<file path="src/hdl/pitf_pkg.sv">
// Constants for the port, LED and timer-flag instruction group.
// Assumes a 10-bit instruction word and a 4-bit accumulator in the core.
package pitf_pkg;

  // Instruction codes
  localparam logic [9:0] OP_SKIP_T1       = 10'h280;
  localparam logic [9:0] OP_SKIP_T2       = 10'h281;
  localparam logic [9:0] OP_SKIP_T3       = 10'h282;
  localparam logic [9:0] OP_SKIP_T4       = 10'h283;
  localparam logic [9:0] OP_RD_PORT_ZERO  = 10'h260;
  localparam logic [9:0] OP_WR_PORT_ZERO  = 10'h220;
  localparam logic [9:0] OP_RD_PORT_ONE   = 10'h261;
  localparam logic [9:0] OP_WR_PORT_ONE   = 10'h221;
  localparam logic [9:0] OP_RD_PORT_TWO   = 10'h262;
  localparam logic [9:0] OP_WR_PORT_TWO   = 10'h222;
  localparam logic [9:0] OP_RD_PORT_THREE = 10'h263;
  localparam logic [9:0] OP_WR_PORT_THREE = 10'h223;
  localparam logic [9:0] OP_RD_PORT_SIX   = 10'h266;
  localparam logic [9:0] OP_WR_PORT_SIX   = 10'h226;
  localparam logic [9:0] OP_SET_ALL_LED   = 10'h011;
  localparam logic [9:0] OP_CLR_LED_BIT   = 10'h014;
  localparam logic [9:0] OP_SET_LED_BIT   = 10'h015;
  localparam logic [9:0] OP_SKIP_LED_ZERO = 10'h024;
  localparam logic [9:0] OP_RD_PULLUP_0   = 10'h257;
  localparam logic [9:0] OP_WR_PULLUP_0   = 10'h22d;
  localparam logic [9:0] OP_RD_PULLUP_1   = 10'h25e;
  localparam logic [9:0] OP_WR_PULLUP_1   = 10'h22e;

  // Interrupt enable bit positions inside the two control registers
  localparam int IE_T1_BIT = 2;
  localparam int IE_T2_BIT = 3;
  localparam int IE_T3_BIT = 0;
  localparam int IE_T4_BIT = 1;

  // Positions inside the packed pin vector
  localparam int PIN_W     = 17;
  localparam int P0_LSB    = 0;
  localparam int P1_LSB    = 4;
  localparam int P2_LSB    = 8;
  localparam int P3_LSB    = 11;
  localparam int P6_LSB    = 13;

  // Register word indexes (byte address = 4 * index)
  localparam logic [2:0] REG_STATUS = 3'h0;
  localparam logic [2:0] REG_MASK   = 3'h1;
  localparam logic [2:0] REG_PINS   = 3'h2;
  localparam logic [2:0] REG_STATE  = 3'h3;

  // Status bit layout: bits 3..0 flag consumed by skip, bit 4 bad index
  localparam int EV_W          = 5;
  localparam int EV_BAD_INDEX  = 4;

  // Reset values
  localparam logic [7:0]      LED_RST    = 8'h00;
  localparam logic [3:0]      PULLUP_RST = 4'h0;
  localparam logic [3:0]      PORT_RST   = 4'h0;
  localparam logic [3:0]      TFLAG_RST  = 4'h0;
  localparam logic [EV_W-1:0] STATUS_RST = 5'h00;
  localparam logic [EV_W-1:0] MASK_RST   = 5'h00;

endpackage : pitf_pkg

</file>
<file path="src/hdl/pitf_core.sv">
// Execution logic for port I/O, LED port bit and timer-flag skip instructions,
// plus an Avalon-MM slave for status, mask and observation registers.
// Assumes the core presents one instruction per cycle with instr_valid and
// takes acc_out when acc_wr pulses; pins arrive asynchronously.
//
// Decided for this implementation: the Avalon-MM register port and the address map.
`timescale 1ns/1ps
module pitf_core
  import pitf_pkg::*;
(
  input  wire logic        clk,
  input  wire logic        reset,
  input  wire logic        ce,
  input  wire logic        instr_valid,
  input  wire logic [9:0]  instr_code,
  input  wire logic [3:0]  acc_in,
  input  wire logic [3:0]  index_y,
  input  wire logic [3:0]  int_control_reg_1,
  input  wire logic [3:0]  int_control_reg_2,
  input  wire logic [3:0]  timer_flag_set,
  output logic      [3:0]  timer_flag,
  output logic             instr_done,
  output logic             acc_wr,
  output logic      [3:0]  acc_out,
  output logic             skip,
  input  wire logic [3:0]  port_zero_in,
  input  wire logic [3:0]  port_one_in,
  input  wire logic [2:0]  port_two_in,
  input  wire logic [1:0]  port_three_in,
  input  wire logic [3:0]  port_six_in,
  output logic      [3:0]  port_zero_out,
  output logic      [3:0]  port_one_out,
  output logic      [2:0]  port_two_out,
  output logic      [1:0]  port_three_out,
  output logic      [3:0]  port_six_out,
  output logic      [7:0]  led_port,
  output logic      [3:0]  pullup_ctrl_0,
  output logic      [3:0]  pullup_ctrl_1,
  input  wire logic [4:0]  address,
  input  wire logic        read,
  input  wire logic        write,
  input  wire logic [3:0]  byteenable,
  input  wire logic [31:0] writedata,
  output logic      [31:0] readdata,
  output logic             waitrequest,
  output logic             irq
);

  typedef struct packed {
    logic [PIN_W-1:0] sync1;
    logic [PIN_W-1:0] sync2;
    logic [PIN_W-1:0] sync3;
    logic [PIN_W-1:0] pin_level;
    logic [3:0]       p0;
    logic [3:0]       p1;
    logic [2:0]       p2;
    logic [1:0]       p3;
    logic [3:0]       p6;
    logic [7:0]       led;
    logic [3:0]       pu0;
    logic [3:0]       pu1;
    logic [3:0]       tflag;
    logic             done;
    logic             acc_wr;
    logic [3:0]       acc;
    logic             skip;
    logic [EV_W-1:0]  status;
    logic [EV_W-1:0]  mask;
    logic             bus_ack;
    logic [31:0]      rdata;
  } pitf_state_s;

  pitf_state_s q;
  pitf_state_s next_q;

  logic [PIN_W-1:0] pins_raw;
  logic [PIN_W-1:0] agree;
  logic [3:0]       ien;
  logic [3:0]       flag_clr;
  logic [EV_W-1:0]  ev;
  logic [EV_W-1:0]  w1c;
  logic [2:0]       yb;
  logic             y_ok;
  logic             bus_req;

  assign pins_raw = {port_six_in, port_three_in, port_two_in, port_one_in, port_zero_in};
  assign ien      = {int_control_reg_2[IE_T4_BIT], int_control_reg_2[IE_T3_BIT],
                     int_control_reg_1[IE_T2_BIT], int_control_reg_1[IE_T1_BIT]};
  assign yb       = index_y[2:0];
  assign y_ok     = (index_y[3] == 1'b0);
  assign bus_req  = read | write;

  always_comb begin
    next_q         = q;
    next_q.done    = 1'b0;
    next_q.acc_wr  = 1'b0;
    next_q.skip    = 1'b0;
    flag_clr       = 4'h0;
    ev             = '0;
    w1c            = '0;
    // Three-stage sampling; a bit moves once stages two and three agree
    next_q.sync1     = pins_raw;
    next_q.sync2     = q.sync1;
    next_q.sync3     = q.sync2;
    agree            = ~(q.sync2 ^ q.sync3);
    next_q.pin_level = (q.sync2 & agree) | (q.pin_level & ~agree);

    if (instr_valid) begin
      next_q.done = 1'b1;
      unique case (instr_code)
        OP_SKIP_T1, OP_SKIP_T2, OP_SKIP_T3, OP_SKIP_T4: begin
          // Enabled interrupt leaves the flag to the interrupt logic
          if (!ien[instr_code[1:0]] && q.tflag[instr_code[1:0]]) begin
            next_q.skip               = 1'b1;
            flag_clr[instr_code[1:0]] = 1'b1;
            ev[instr_code[1:0]]       = 1'b1;
          end
        end
        OP_RD_PORT_ZERO: begin
          next_q.acc_wr = 1'b1;
          next_q.acc    = q.pin_level[P0_LSB +: 4];
        end
        OP_WR_PORT_ZERO: next_q.p0 = acc_in;
        OP_RD_PORT_ONE: begin
          next_q.acc_wr = 1'b1;
          next_q.acc    = q.pin_level[P1_LSB +: 4];
        end
        OP_WR_PORT_ONE: next_q.p1 = acc_in;
        OP_RD_PORT_TWO: begin
          next_q.acc_wr = 1'b1;
          next_q.acc    = {1'b0, q.pin_level[P2_LSB +: 3]};
        end
        OP_WR_PORT_TWO: next_q.p2 = acc_in[2:0];
        OP_RD_PORT_THREE: begin
          next_q.acc_wr = 1'b1;
          next_q.acc    = {q.acc[3:2], q.pin_level[P3_LSB +: 2]};
        end
        OP_WR_PORT_THREE: next_q.p3 = acc_in[1:0];
        OP_RD_PORT_SIX: begin
          next_q.acc_wr = 1'b1;
          next_q.acc    = q.pin_level[P6_LSB +: 4];
        end
        OP_WR_PORT_SIX: next_q.p6 = acc_in;
        OP_SET_ALL_LED: next_q.led = 8'hff;
        OP_CLR_LED_BIT: begin
          if (y_ok) next_q.led[yb] = 1'b0;
          else ev[EV_BAD_INDEX] = 1'b1;
        end
        OP_SET_LED_BIT: begin
          if (y_ok) next_q.led[yb] = 1'b1;
          else ev[EV_BAD_INDEX] = 1'b1;
        end
        OP_SKIP_LED_ZERO: begin
          if (y_ok) next_q.skip = ~q.led[yb];
          else ev[EV_BAD_INDEX] = 1'b1;
        end
        OP_RD_PULLUP_0: begin
          next_q.acc_wr = 1'b1;
          next_q.acc    = q.pu0;
        end
        OP_WR_PULLUP_0: next_q.pu0 = acc_in;
        OP_RD_PULLUP_1: begin
          next_q.acc_wr = 1'b1;
          next_q.acc    = q.pu1;
        end
        OP_WR_PULLUP_1: next_q.pu1 = acc_in;
        default: next_q.done = 1'b1;
      endcase
    end

    // New timer events win over a clear in the same cycle
    next_q.tflag = (q.tflag & ~flag_clr) | timer_flag_set;

    // Bus: first cycle of a request waits, second completes
    next_q.bus_ack = bus_req & ~q.bus_ack;
    if (read && !q.bus_ack) begin
      unique case (address[4:2])
        REG_STATUS: next_q.rdata = {27'h0, q.status};
        REG_MASK:   next_q.rdata = {27'h0, q.mask};
        REG_PINS:   next_q.rdata = {15'h0, q.pin_level};
        REG_STATE:  next_q.rdata = {12'h0, q.tflag, q.pu1, q.pu0, q.led};
        default:    next_q.rdata = 32'h0;
      endcase
    end
    if (write && q.bus_ack && byteenable[0]) begin
      if (address[4:2] == REG_STATUS) w1c = writedata[EV_W-1:0];
      if (address[4:2] == REG_MASK) next_q.mask = writedata[EV_W-1:0];
    end
    // Sticky status; a new event wins over a write-one clear
    next_q.status = (q.status & ~w1c) | ev;
  end

  always_ff @(posedge clk) begin
    if (reset) begin
      q           <= '0;
      q.p0        <= PORT_RST;
      q.p1        <= PORT_RST;
      q.p2        <= PORT_RST[2:0];
      q.p3        <= PORT_RST[1:0];
      q.p6        <= PORT_RST;
      q.led       <= LED_RST;
      q.pu0       <= PULLUP_RST;
      q.pu1       <= PULLUP_RST;
      q.tflag     <= TFLAG_RST;
      q.status    <= STATUS_RST;
      q.mask      <= MASK_RST;
    end else if (ce) begin
      q <= next_q;
    end
  end

  assign timer_flag     = q.tflag;
  assign instr_done     = q.done;
  assign acc_wr         = q.acc_wr;
  assign acc_out        = q.acc;
  assign skip           = q.skip;
  assign port_zero_out  = q.p0;
  assign port_one_out   = q.p1;
  assign port_two_out   = q.p2;
  assign port_three_out = q.p3;
  assign port_six_out   = q.p6;
  assign led_port       = q.led;
  assign pullup_ctrl_0  = q.pu0;
  assign pullup_ctrl_1  = q.pu1;
  assign readdata       = q.rdata;
  assign waitrequest    = bus_req & ~q.bus_ack;
  assign irq            = |(q.status & q.mask);

  logic fire;
  assign fire = ce && instr_valid;

  genvar t;
  for (t = 0; t < 4; t++) begin : g_tf

  end
endmodule : pitf_core

</file>
<file path="config.mk">
export PLATFORM = sky130hd
export DESIGN_NAME = pitf_core
export DESIGN_NICKNAME = d
export VERILOG_FILES = /design/src/hdl/pitf_pkg.sv /design/src/hdl/pitf_core.sv
export SDC_FILE = /design/constraint.sdc
export NUM_CORES = 1
export LEC_CHECK = 0
export BUFFER_PORTS_ARGS = -buffer_cell sky130_fd_sc_hd__buf_4
export CORE_AREA = 2 2 126 128
export DETAILED_ROUTE_END_ITERATION = 7
export DIE_AREA = 0 0 128 130
export GPL_TIMING_DRIVEN = 0
export PLACE_DENSITY = 0.69
export SYNTH_ARGS = -nofsm -noshare
export SYNTH_HDL_FRONTEND = slang
export SYNTH_SLANG_ARGS = --single-unit
</file>
<file path="constraint.sdc">
create_clock -name clk -period 1.35 [get_ports clk]
set_input_delay 0.0675 -clock clk [delete_from_list [all_inputs] [get_ports clk]]
set_output_delay 0.0675 -clock clk [all_outputs]
set_load 0.05 [all_outputs]
</file>
# ---- Yosys cells after proc, flatten, opt, wreduce, memory -nomap -nowiden
# Cells that the tools add are included.
dict set report totals {
  reg_bits 155
  latchBits 0
  mem_bits_rw 0
  rom_bits 0
  word_cells 134
  mem_count 0
}
dict set report classes {
  addsub 0
  multipliers 0
  div_mod_pow 0
  order_cmp 5
  n_eq_ne 27
  shift 0
  mux 31
  n_bitwise 21
  n_reduce_logical 28
}
# cell count
set op_table {}
lappend op_table {{10-bit == test, second input constant} 18}
lappend op_table {{20-bit case mux with 4 select lines} 1}
lappend op_table {{5-bit case mux with 7 select lines} 1}
lappend op_table {{17-bit bitwise AND} 2}
lappend op_table {{17-bit inverter} 2}
lappend op_table {{10-bit by 5-bit == test with 1-bit output, second input constant} 3}
lappend op_table {{3-bit AND reduction} 9}
lappend op_table {{8-bit case mux with 3 select lines} 1}
lappend op_table {{4-bit 2-to-1 mux} 5}
lappend op_table {{17-bit bitwise OR} 1}
lappend op_table {{17-bit bitwise XOR} 1}
lappend op_table {{8-bit 2-to-1 mux} 2}
lappend op_table {{5-bit 2-to-1 mux} 3}
lappend op_table {{5-bit bitwise AND} 2}
lappend op_table {{10-bit by 6-bit == test with 1-bit output, second input constant} 1}
lappend op_table {{1-bit 2-to-1 mux} 9}
lappend op_table {{8-bit bitwise AND} 1}
lappend op_table {{8-bit inverter} 1}
lappend op_table {{8-bit bitwise OR} 1}
lappend op_table {{1-bit logical AND} 7}
lappend op_table {{7-bit 2-to-1 mux} 1}
lappend op_table {{7-bit nonzero test} 1}
lappend op_table {{3-bit by 2-bit == test with 1-bit output, second input constant} 2}
lappend op_table {{6-bit nonzero test} 1}
lappend op_table {{other kinds (29)} 36}

# ---- Depth between registers and ports, before layout
# Gate-level depths: netlist of the first run.
dict set report logic_depth {
  word_depth 10
  ltp_mapped 8
  depth_no_buf 5
}

# ---- Least setup slack after synthesis of the first run
# No wires, ideal clock.
dict set report synth_path {
  path_kind {register to register}
  start {register q (netlist bit timer_flag[2])}
  end {register q (netlist bit timer_flag[3])}
  t_arrival_ps 1332
  slack_ps -107
  path_stages_with_launch 6
  n_path_buf 0
  path_cell_list {dfxtp_1 inv_1 o32a_1 a211oi_2 nand3_1 o2bb2ai_1}
}
dict set report synth_between {
  elab_chain_cells 9
}
# element line
set synth_rtl {}
lappend synth_rtl {{start, declared} pitf_core.sv:73} ;# pitf_state_s q;
lappend synth_rtl {{start signal, assigned} pitf_core.sv:208} ;# q <= next_q;
lappend synth_rtl {{1-bit binary-select mux with 2-bit select} pitf_core.sv:113} ;# if (!ien[instr_code[1:0]] && q.tflag[instr_code[1:0]]) begin
lappend synth_rtl {{1-bit 2-to-1 mux (implied by the code)} pitf_core.sv:113}
lappend synth_rtl {{1-bit logical AND} pitf_core.sv:113}
lappend synth_rtl {{4-bit 2-to-1 mux} pitf_core.sv:113}
lappend synth_rtl {{4-bit 2-to-1 mux} pitf_core.sv:110} ;# unique case (instr_code)
lappend synth_rtl {{4-bit 2-to-1 mux} pitf_core.sv:108} ;# if (instr_valid) begin
lappend synth_rtl {{4-bit inverter} pitf_core.sv:172} ;# next_q.tflag = (q.tflag & ~flag_clr) | timer_flag_set;
lappend synth_rtl {{4-bit bitwise AND} pitf_core.sv:172}
lappend synth_rtl {{4-bit bitwise OR} pitf_core.sv:172}
# No other way between the ends. The select of a mux whose other input is x is not followed.
# A chain may end at the register's enable or synchronous reset.

# ---- Worst setup path after layout of the first run
dict set report layout_path {
  start {register q[33] (netlist bit)}
  end {output irq}
}
dict set report layout_between {
  elab_chain_cells 2
}
# element line
set layout_rtl {}
lappend layout_rtl {{5-bit bitwise AND} pitf_core.sv:227} ;# assign irq = |(q.status & q.mask);
lappend layout_rtl {{5-bit OR reduction} pitf_core.sv:227}
lappend layout_rtl {{end, declared} pitf_core.sv:46} ;# output logic irq
# No other way between the ends.

==> results.ini, run 1 <==
[outcome]
status = finished, violations left
violations = negative setup slack

[route]
drt-initial-drc-count = 489
dr.pass1.iters = 5
wl_per_cell_um = 17.1
wl_mm = 19.3
via_count = 6014
viasPerCell = 5.34
drc_errors = 0
antenna_left = 0

[placement]
dp.cells = 1053
hpwl_mm = 13.8
port_buffers = 117
globalplace.congestion = 0.903

[final_layout]
multi_input_area_um2 = 3350
final_cells = 1126
final_cell_mix = buf_4 (200), dfxtp_1 (128), nor2_1 (115), mux2i_1 (85), a21oi_1 (38)
drive_above_1_share = 0.354
nNetsFinal = 1017
syn2layout_area_growth_pct = 34.8
regArea_um2 = 2890
final_common_cell = buf_4
diodes = 0
utilization = 0.591
fill_cells = 1378

[power_and_ir_drop]
p_per_area_nw_per_um2 = 1060
vdd_drop_max_mv = 0.929
p_leak_uw = 0.00408

[critical_path]
crit_buf_inv = 1
critPathRequiredTime_ps = 1280
reg2reg_slack_ps = -150
reg2regPathDepth = 6
critical_path_class = reg2out
cp-start-kind = register
r2r-end = timer_flag[1]
crit_path_max_fanout = 3
critPathMaxStageDelay_ps = 350
end_kind = primary output
path_delay_family = compound AO/OA/AOI/OAI gates
slowest_stage = a222oi_1
endpoint = irq
crit_chain = a222oi_1 -> nand2_1 -> buf_6
cp.arrival_ps = 1440
crit_path_start = q[33]
cp_num_cells = 3
r2r-start = timer_flag[2]

[synth]
synthAdderAreaFrac = 0
synth_top_family_by_area = multiplexers
ys_seq_area_frac = 0.423
avgSynthCellArea_um2 = 9.23
synth_edf_count = 0
synthArstFlopShare = 0
syn_area_um2 = 6760
yosys.area_share.simple = 0.154
synth_compound_area_frac = 0.137
ys_ff_latch = 143
synthXorXnorAreaFrac = 0
synth-main-ff-cell = dfxtp_1
synth_warnings = 0
synthesis.instances = 733
muxShareOfSynthArea = 0.171
synth_cell_type_count = 61

[grt]
grt_max_degree = 17
gr-usage-all-layers = 0.228
grt_pass1_vias = 5395
antenna_found_initial = 0
grt_pass1_wl_mm = 28.7
overflow = 0

[cts]
clk_latency_ps = 430
clk_pin_slew_ps = 60
htree_levels = 4
clockBufferDepth = 2
cts_tree = built
cts_root_buffer = clkbuf_16
clkSinkCount = 143
cts_buffers = 17

[sta]
report.final.slew_viol_count = 0
fin_ws_ps = -156
tightest_slew_ps = 705
hold_viol = 0
grt_setup_unrepaired = yes
fin_crit_sh = 1.12
hold_ws_ps = 32.9
clock_skew_ps = 7.58
relSlewSlack = 0.530
fmax_mhz = 664
fin_crit_ps = 1510
finalSetupViolations = 12

[floorplanning]
core_um2 = 15400
die_h_um = 130
initial_utilization = 0.438
die-area_um2 = 16600
die_w_um = 128
placement_rows = 46
ios = 172

[worst_hold_path]
min_path_type = in2reg

[flow_run]
drv_cap = 0

==> tightest hold or removal path, cell delays in order <==
cell     delay (ps)
buf_4           100
nand2_1         120
a21oi_1         140
==> routing by layer <==
| layer | global-route usage | routed length [um] | vias to the layer above |
|---|---|---|---|
| met2 | 0.367 | 8870 | 224 |
| met4 | 0.102 | 563 | 0 |
| met1 | 0.297 | 8530 | 2867 |
| met3 | 0.0484 | 1330 | 40 |
| met5 | 0 | 0 | - |
| li1 | - | - | 2883 |
==> cell type report <==
cell class              instances  area share
repair buffers                160       0.142
well taps                     192      0.0263
inverters                      10     0.00412
clock inverters                 6     0.00672
clock buffers                  24      0.0517
plain buffers                 118      0.0844
multi-input cells             473       0.367
flip-flops and latches        143       0.317
==> power breakdown <==
| part | total [uW] | internal (uW) | leakage [uW] | switching [uW] |
|---|---|---|---|---|
| logic | 987 | 407 | 0.00266 | 580 |
| registers | 4340 | 4290 | 0.00117 | 54.3 |
| clock network | 4320 | 2600 | 0.000260 | 1720 |
==> synthesized netlist by cell type (7+ instances only) <==
cell | instances | area, um^2
dfxtp_1 | 143 | 2860
a21oi_1 | 44 | 220
a22oi_1 | 24 | 180
nor2b_1 | 9 | 56.3
nand4_1 | 9 | 56.3
a21o_1 | 14 | 105
mux4_2 | 7 | 158
nand3_1 | 9 | 45.0
buf_2 | 14 | 70.1
nand2_1 | 35 | 131
mux2i_1 | 85 | 851
o21ai_0 | 33 | 165
nor2_1 | 116 | 435
mux2_2 | 13 | 146
buf_4 | 74 | 556
clkbuf_1 | 25 | 93.8
inv_1 | 10 | 37.5
==> logic make-up (layout without fill, tap and decap cells) <==
logic type / after synthesis / count (layout)
muxes: 105 / 105
buffers and inverters: 128 / 318
other: 1 / 12
DFF: 143 / 143
and+or+nand+nor: 215 / 215
AOI/OAI and AO/OA: 141 / 141
==> how the worst min path moves through the flow <==
stage	start	to	slack [ps]	cells past startpoint
after detailed placement	port_three_in[0]	next_q[132]	310	3
final	instr_valid	instr_done	30	3
after global routing	address[4]	readdata[0]	50	4
after floorplan	acc_in[0]	pullup_ctrl_1[0]	200	2
after CTS	instr_valid	instr_done	30	3
after global placement	port_zero_in[3]	next_q[124]	300	3
==> stage by stage <==
step	total power (uW)	worst slack, ps	TNS (ps)	instance area (um^2)
floorplan	4970	-1.81	-2.35	6830
detailed placement	5290	-539	-41570	7950
global placement	5280	-545	-35070	7950
finish	9650	-156	-1270	9120
global route	9960	-206	-2270	9120
CTS	9640	-161	-1410	8890
==> what timing repair did <==
item / CTS / global route
hold buffers: 30 / 0
resized for setup: 23 / 60
hold endpoints to repair: 51 / 0
setup endpoints to repair: 45 / 64
pin swaps: 11 / 12
buffers inserted: 6 / 6
gates cloned: 0 / 1
(Power assumes the default switching activity.)
==> inputs of run 2 (changes only) <==
--- a/config.mk
+++ b/config.mk
@@ -6,9 +6,9 @@
 export NUM_CORES = 1
 export LEC_CHECK = 0
 export BUFFER_PORTS_ARGS = -buffer_cell sky130_fd_sc_hd__buf_4
-export CORE_AREA = 2 2 126 128
+export CORE_AREA = 5 5 129 131
 export DETAILED_ROUTE_END_ITERATION = 7
-export DIE_AREA = 0 0 128 130
+export DIE_AREA = 0 0 134 136
 export GPL_TIMING_DRIVEN = 0
 export PLACE_DENSITY = 0.69
 export SYNTH_ARGS = -nofsm -noshare
==> run 2 against run 1 <==
Compared with the run above: the run still ends with negative setup slack left; non-clock buffer count stayed put; critical path depth is 2 higher; final cell count hardly changed; total power is 2.5% higher; die area is 9.5% higher; sequential power hardly changed; core utilization is 0.20 points lower; combinational power hardly changed; critical path type is now reg2reg; largest cell class unchanged; largest power group is now clock.
==> results.ini, run 2 (synthesis results as in run 1) <==
[outcome]
status = finished, violations left
violations = negative setup slack

[critical_path]
path_delay_family = compound AO/OA/AOI/OAI gates
r2r-end = timer_flag[3]
critPathMaxStageDelay_ps = 390  ; +40 ps
crit_buf_inv = 1  ; unchanged
crit_path_max_fanout = 6  ; +3
reg2reg_slack_ps = -210  ; -60 ps
critical_path_class = reg2reg
r2r-start = timer_flag[2]
reg2regPathDepth = 5  ; -1
critPathRequiredTime_ps = 1640  ; +360 ps
slowest_stage = a211oi_4
crit_chain = inv_2 -> o32a_1 -> a211oi_4 -> nand3_2 -> o2bb2ai_2
end_kind = register
cp-start-kind = register
cp.arrival_ps = 1860  ; +420 ps

[worst_hold_path]
hold_depth = 4  ; +1
hp-start = address[4]
hold_end = readdata[1]
min_path_type = in2reg

[grt]
gr-usage-all-layers = 0.217  ; -0.0117
grt_max_degree = 17  ; unchanged
antenna_found_initial = 1  ; +1
grt_pass1_wl_mm = 30.6  ; +6.8%
grt_pass1_vias = 5803  ; +7.6%
overflow = 0  ; unchanged

[sta]
fin_ws_ps = -215  ; -58.6 ps
report.final.slew_viol_count = 0  ; unchanged
fin_tns_setup_ps = -2530  ; -1260 ps
relSlewSlack = 0.574  ; +0.0434
clock_skew_ps = 5.03  ; -2.56 ps
fin_crit_ps = 1560  ; +58.6 ps
fmax_mhz = 639  ; -3.7%
finalSetupViolations = 27  ; +15
hold_viol = 0  ; unchanged
tightest_slew_ps = 640  ; -65.1 ps
fin_crit_sh = 1.16  ; +0.0434
grt_setup_unrepaired = yes

[cts]
clk_pin_slew_ps = 60  ; about the same
cts_tree = built
htree_levels = 4  ; unchanged
clockBufferDepth = 2  ; unchanged
clkSinkCount = 143  ; unchanged
cts_root_buffer = clkbuf_16
clk_latency_ps = 420  ; about the same
cts_buffers = 17  ; unchanged

[power_and_ir_drop]
vdd_drop_max_mv = 0.951  ; +2.4%
p_leak_uw = 0.00409  ; +0.26%
clock_power_share = 0.459  ; +0.012
seq_power_share = 0.440  ; -0.010
p_int_uw = 7550  ; +3.6%
pwr-share-comb = 0.101  ; about the same
netSwitchingPower_uw = 2330  ; -0.71%
p_sw_frac = 0.236  ; -0.00766
p_per_area_nw_per_um2 = 1080  ; +2.5%

[route]
dr.pass1.iters = 6  ; +1
viasPerCell = 5.31  ; -0.57%
via_count = 5985  ; -0.48%
wl_mm = 19.8  ; +2.8%
antenna_left = 0  ; unchanged
drc_errors = 0  ; unchanged
wl_per_cell_um = 17.6  ; +2.7%
drt-initial-drc-count = 392  ; -20%

[final_layout]
diodes = 0  ; unchanged
final_common_cell = buf_4
nNetsFinal = 1017  ; unchanged
fin_area_um2 = 9120  ; about the same
drive_above_1_share = 0.345  ; -0.00894
final_cell_mix = buf_4 (199), dfxtp_1 (131), nor2_1 (114), mux2i_1 (85), a21oi_1 (42)
syn2layout_area_growth_pct = 34.9  ; about the same

[floorplanning]
placement_rows = 46  ; unchanged
die_w_um = 134  ; +4.7%
ios = 172  ; unchanged
core_um2 = 15500  ; +0.37%
die_h_um = 136  ; +4.6%
die-area_um2 = 18200  ; +9.5%
initial_utilization = 0.437  ; -0.00163

[placement]
globalplace.congestion = 0.893  ; -1.1%
port_buffers = 117  ; unchanged
hpwl_mm = 14.5  ; +4.7%
place_area_um2 = 7950  ; unchanged

[flow_run]
drv_cap = 0  ; unchanged

## run 2: worst max path at each step
stage	endpoint	cells past startpoint	startpoint	slack [ps]
floorplan	timer_flag[3]	5	timer_flag[2]	-2
global route	timer_flag[3]	5	timer_flag[2]	-270
detailed placement	timer_flag[3]	7	instr_code[2]	-410
CTS	timer_flag[3]	5	timer_flag[2]	-240
global placement	port_one_out[3]	4	reset	-400
finish	timer_flag[3]	5	timer_flag[2]	-210
## run 2: power by group through the flow
stage / Clock [uW] / Combinational [uW] / Sequential (uW)
after floorplan: 0 / 547 / 4420
after global placement: 0 / 850 / 4440
after detailed placement: 0 / 856 / 4440
after CTS: 4610 / 955 / 4340
after global routing: 4810 / 1070 / 4350
final: 4540 / 1000 / 4350
## run 2: timing repair
item / 4_1_cts / 5_1_grt
hold buffers: 30 / 0
setup buffers: 9 / 4
pin swaps: 11 / 16
gates resized for setup: 26 / 43
endpoints found under the hold margin: 51 / 0
endpoints found under the setup margin: 21 / 77
## run 2: cell type report
| class | count | area [um^2] |
|---|---|---|
| Multi-Input combinational cell | 473 | 3320 |
| Tap cell | 192 | 240 |
| Inverter | 10 | 37.5 |
| Sequential cell | 143 | 2880 |
| Clock buffer | 25 | 485 |
| Clock inverter | 6 | 82.6 |
| Buffer | 118 | 777 |
| Timing Repair Buffer | 160 | 1300 |
| Fill cell | 1384 | 6360 |
## run 2: worst reg2reg max path, delay by kind of cell, from the launching register on
family / cells / cell delay [ps]
compound gates: 3 / 880
flops: 1 / 330
simple gates: 1 / 170
buf+inv: 1 / 50
## run 2: per-stage QoR
step	util	power, uW	hold slack (ps)	setup slack, ps	std cells
floorplan	-	4970	204	-1.81	744
global placement	0.513	5290	300	-396	1053
detailed placement	0.513	5300	309	-409	1053
CTS	0.579	9900	31.3	-238	1123
global route	0.589	10200	46.6	-271	1127
finish	0.589	9890	41.8	-215	1127
## run 2: layer usage
layer,GRT usage,wire length (um)
met5,0,10
met4,0.0909,550
met3,0.0526,1400
met2,0.356,9480
met1,0.273,8390
==> inputs of run 3 (changes only) <==
--- a/config.mk
+++ b/config.mk
@@ -5,7 +5,7 @@
 export SDC_FILE = /design/constraint.sdc
 export NUM_CORES = 1
 export LEC_CHECK = 0
-export BUFFER_PORTS_ARGS = -buffer_cell sky130_fd_sc_hd__buf_4
+export BUFFER_PORTS_ARGS = -buffer_cell sky130_fd_sc_hd__buf_2
 export CORE_AREA = 5 5 129 131
 export DETAILED_ROUTE_END_ITERATION = 7
 export DIE_AREA = 0 0 134 136
==> run 3 against run 2 <==
Compared with the run above: sequential power barely moved; non-clock buffer count unchanged; the flow still finishes with violations (negative setup slack); critical path type unchanged; largest cell class unchanged; highest routed layer unchanged; register-to-register slack better by 20 ps; count of clock-buffer cells in the layout decreased by 1; die area unchanged; clock skew up 1.2 ps; core utilization fell by 1.1 points; sequential share of layout area up 0.62 points; via count rose by 1.0%.
==> results.ini, run 3 (synthesis results as in run 1) <==
[outcome]
status = finished, violations left
violations = negative setup slack

[placement]
pre_cts_ws_ps = -411  ; -2.38 ps
globalplace.congestion = 0.905  ; +1.3%
hpwl_mm = 14.2  ; -2.2%
port_buffers = 117  ; unchanged

[final_layout]
diodes = 0  ; unchanged
nNetsFinal = 1017  ; unchanged
syn2layout_area_growth_pct = 32.5
drive_above_1_share = 0.355  ; +0.00925
final_common_cell = dfxtp_1
final_cell_mix = dfxtp_1 (126), buf_2 (122), nor2_1 (115), buf_4 (87), mux2i_1 (85)

[sta]
finalSetupViolations = 12  ; -56%
fmax_mhz = 648  ; +1.4%
fin_crit_ps = 1540  ; -21.2 ps
fin_crit_sh = 1.14  ; -0.0157
hold_viol = 0  ; unchanged
fin_ws_ps = -194  ; +21.2 ps
hold_ws_ps = 56.5  ; +14.7 ps
clock_skew_ps = 6.21  ; +1.18 ps
grt_setup_unrepaired = yes
tightest_slew_ps = 666  ; +26.2 ps
report.final.slew_viol_count = 0  ; unchanged
relSlewSlack = 0.552  ; -0.0215

[floorplanning]
initial_utilization = 0.437  ; unchanged
core_um2 = 15500  ; unchanged
placement_rows = 46  ; unchanged
die-area_um2 = 18200  ; unchanged
ios = 172  ; unchanged
die_h_um = 136  ; unchanged
die_w_um = 134  ; unchanged

[route]
via_count = 6046  ; +1.0%
drc_errors = 0  ; unchanged
antenna_left = 0  ; unchanged
dr.pass1.iters = 5  ; -1
wl_per_cell_um = 17.6  ; -0.24%
drt-initial-drc-count = 552  ; +41%
wl_mm = 19.8  ; -0.15%
viasPerCell = 5.36  ; +0.93%

[power_and_ir_drop]
netSwitchingPower_uw = 2430  ; +4.2%
pwr-share-comb = 0.089  ; -0.012
p_sw_frac = 0.227  ; -0.00928
seq_power_share = 0.406  ; -0.034
vdd_drop_max_mv = 1.05  ; +11%
clock_power_share = 0.506  ; +0.047
p_leak_uw = 0.00412  ; +0.68%
p_per_area_nw_per_um2 = 1200  ; +10%
p_int_uw = 8290  ; +9.7%

[worst_hold_path]
min_path_type = in2reg

[flow_run]
drv_cap = 0  ; unchanged

[grt]
grt_max_degree = 17  ; unchanged
gr-usage-all-layers = 0.216  ; -0.000619
overflow = 0  ; unchanged
grt_pass1_vias = 5710  ; -1.6%
grt_pass1_wl_mm = 30.5  ; -0.32%
antenna_found_initial = 1  ; unchanged

[cts]
clk_latency_ps = 420  ; about the same
cts_root_buffer = clkbuf_16
cts_buffers = 17  ; unchanged
htree_levels = 4  ; unchanged
cts_tree = built
clkSinkCount = 143  ; unchanged
clk_pin_slew_ps = 60  ; about the same
clockBufferDepth = 2  ; unchanged

[critical_path]
cp.arrival_ps = 1890  ; +30 ps
crit_path_max_fanout = 5  ; -1
cp-start-kind = register
critical_path_class = reg2reg
end_kind = register
critPathRequiredTime_ps = 1700  ; +60 ps

run 3: cell count changes in the layout (fill, tap and decap cells not counted), sizes merged:
cell    previous run  this run
clkinv             3         1
inv               10        11
buf              222       220
clkbuf            51        52
bufinv             2         5
run 3: final timing paths:
path	from	to	slack, ps	cells after the start
worst max-delay path	timer_flag[2]	q[40]	-190	6
worst min-delay path	instr_valid	instr_done	60	3
worst max register to register	timer_flag[2]	q[40]	-190	6
worst min register to register	next_q[109]	register	480	2
run 3: through the flow:
stage                     utilization  total power, uW  setup TNS (ps)  area (um^2)  cells
after floorplan                     -             4970           -2.35         6830    744
after global placement          0.494             5240          -35210         7650   1053
after detailed placement        0.494             5240          -37900         7650   1053
after CTS                       0.569            10700           -1100         8800   1124
after global routing            0.579            11000           -2480         8960   1128
final                           0.579            10700           -1430         8960   1128
run 3: cell type report:
cell class                 instances  area [um^2]
tap                              192          240
timing repair buffer             160         1020
buffer                           118          777
fill                            1326         6520
sequential                       143         2890
inverter                          10         37.5
clock buffer                      24          522
multi-input combinational        473         3310
clock inverter                     8          171
run 3: power groups by stage:
stage | clock network (uW) | registers [uW] | logic (uW)
2_1_floorplan | 0 | 4420 | 547
3_3_place_gp | 0 | 4440 | 801
5_1_grt | 5660 | 4360 | 1020
6_report | 5420 | 4350 | 949
4_1_cts | 5470 | 4350 | 904
3_5_place_dp | 0 | 4440 | 805
run 3: per-layer routing:
layer	wire, um	share of wire	GRT usage	vias to the layer above
met1	8570	0.43	0.270	2866
met2	9320	0.47	0.363	258
met5	12	0.00061	0	-
met3	1510	0.076	0.0577	32
met4	392	0.020	0.0726	2
li1	-	-	-	2888
run 3: worst max-delay path, cell delays in order (launching register included):
cell and delay, ps:
dfxtp_2 340, inv_2 50, o32a_1 340, a211oi_4 370
buf_4 180, nand2_2 60, a21oi_2 130
run 3: what timing repair did:
action                                  4_1_cts  5_1_grt
pin swaps                                    13        8
endpoints found under the setup margin       33       85
hold buffers                                 30        0
endpoints found under the hold margin        37        0
resized for setup                            34       51
cloned                                        0        1
buffers inserted                              9        3
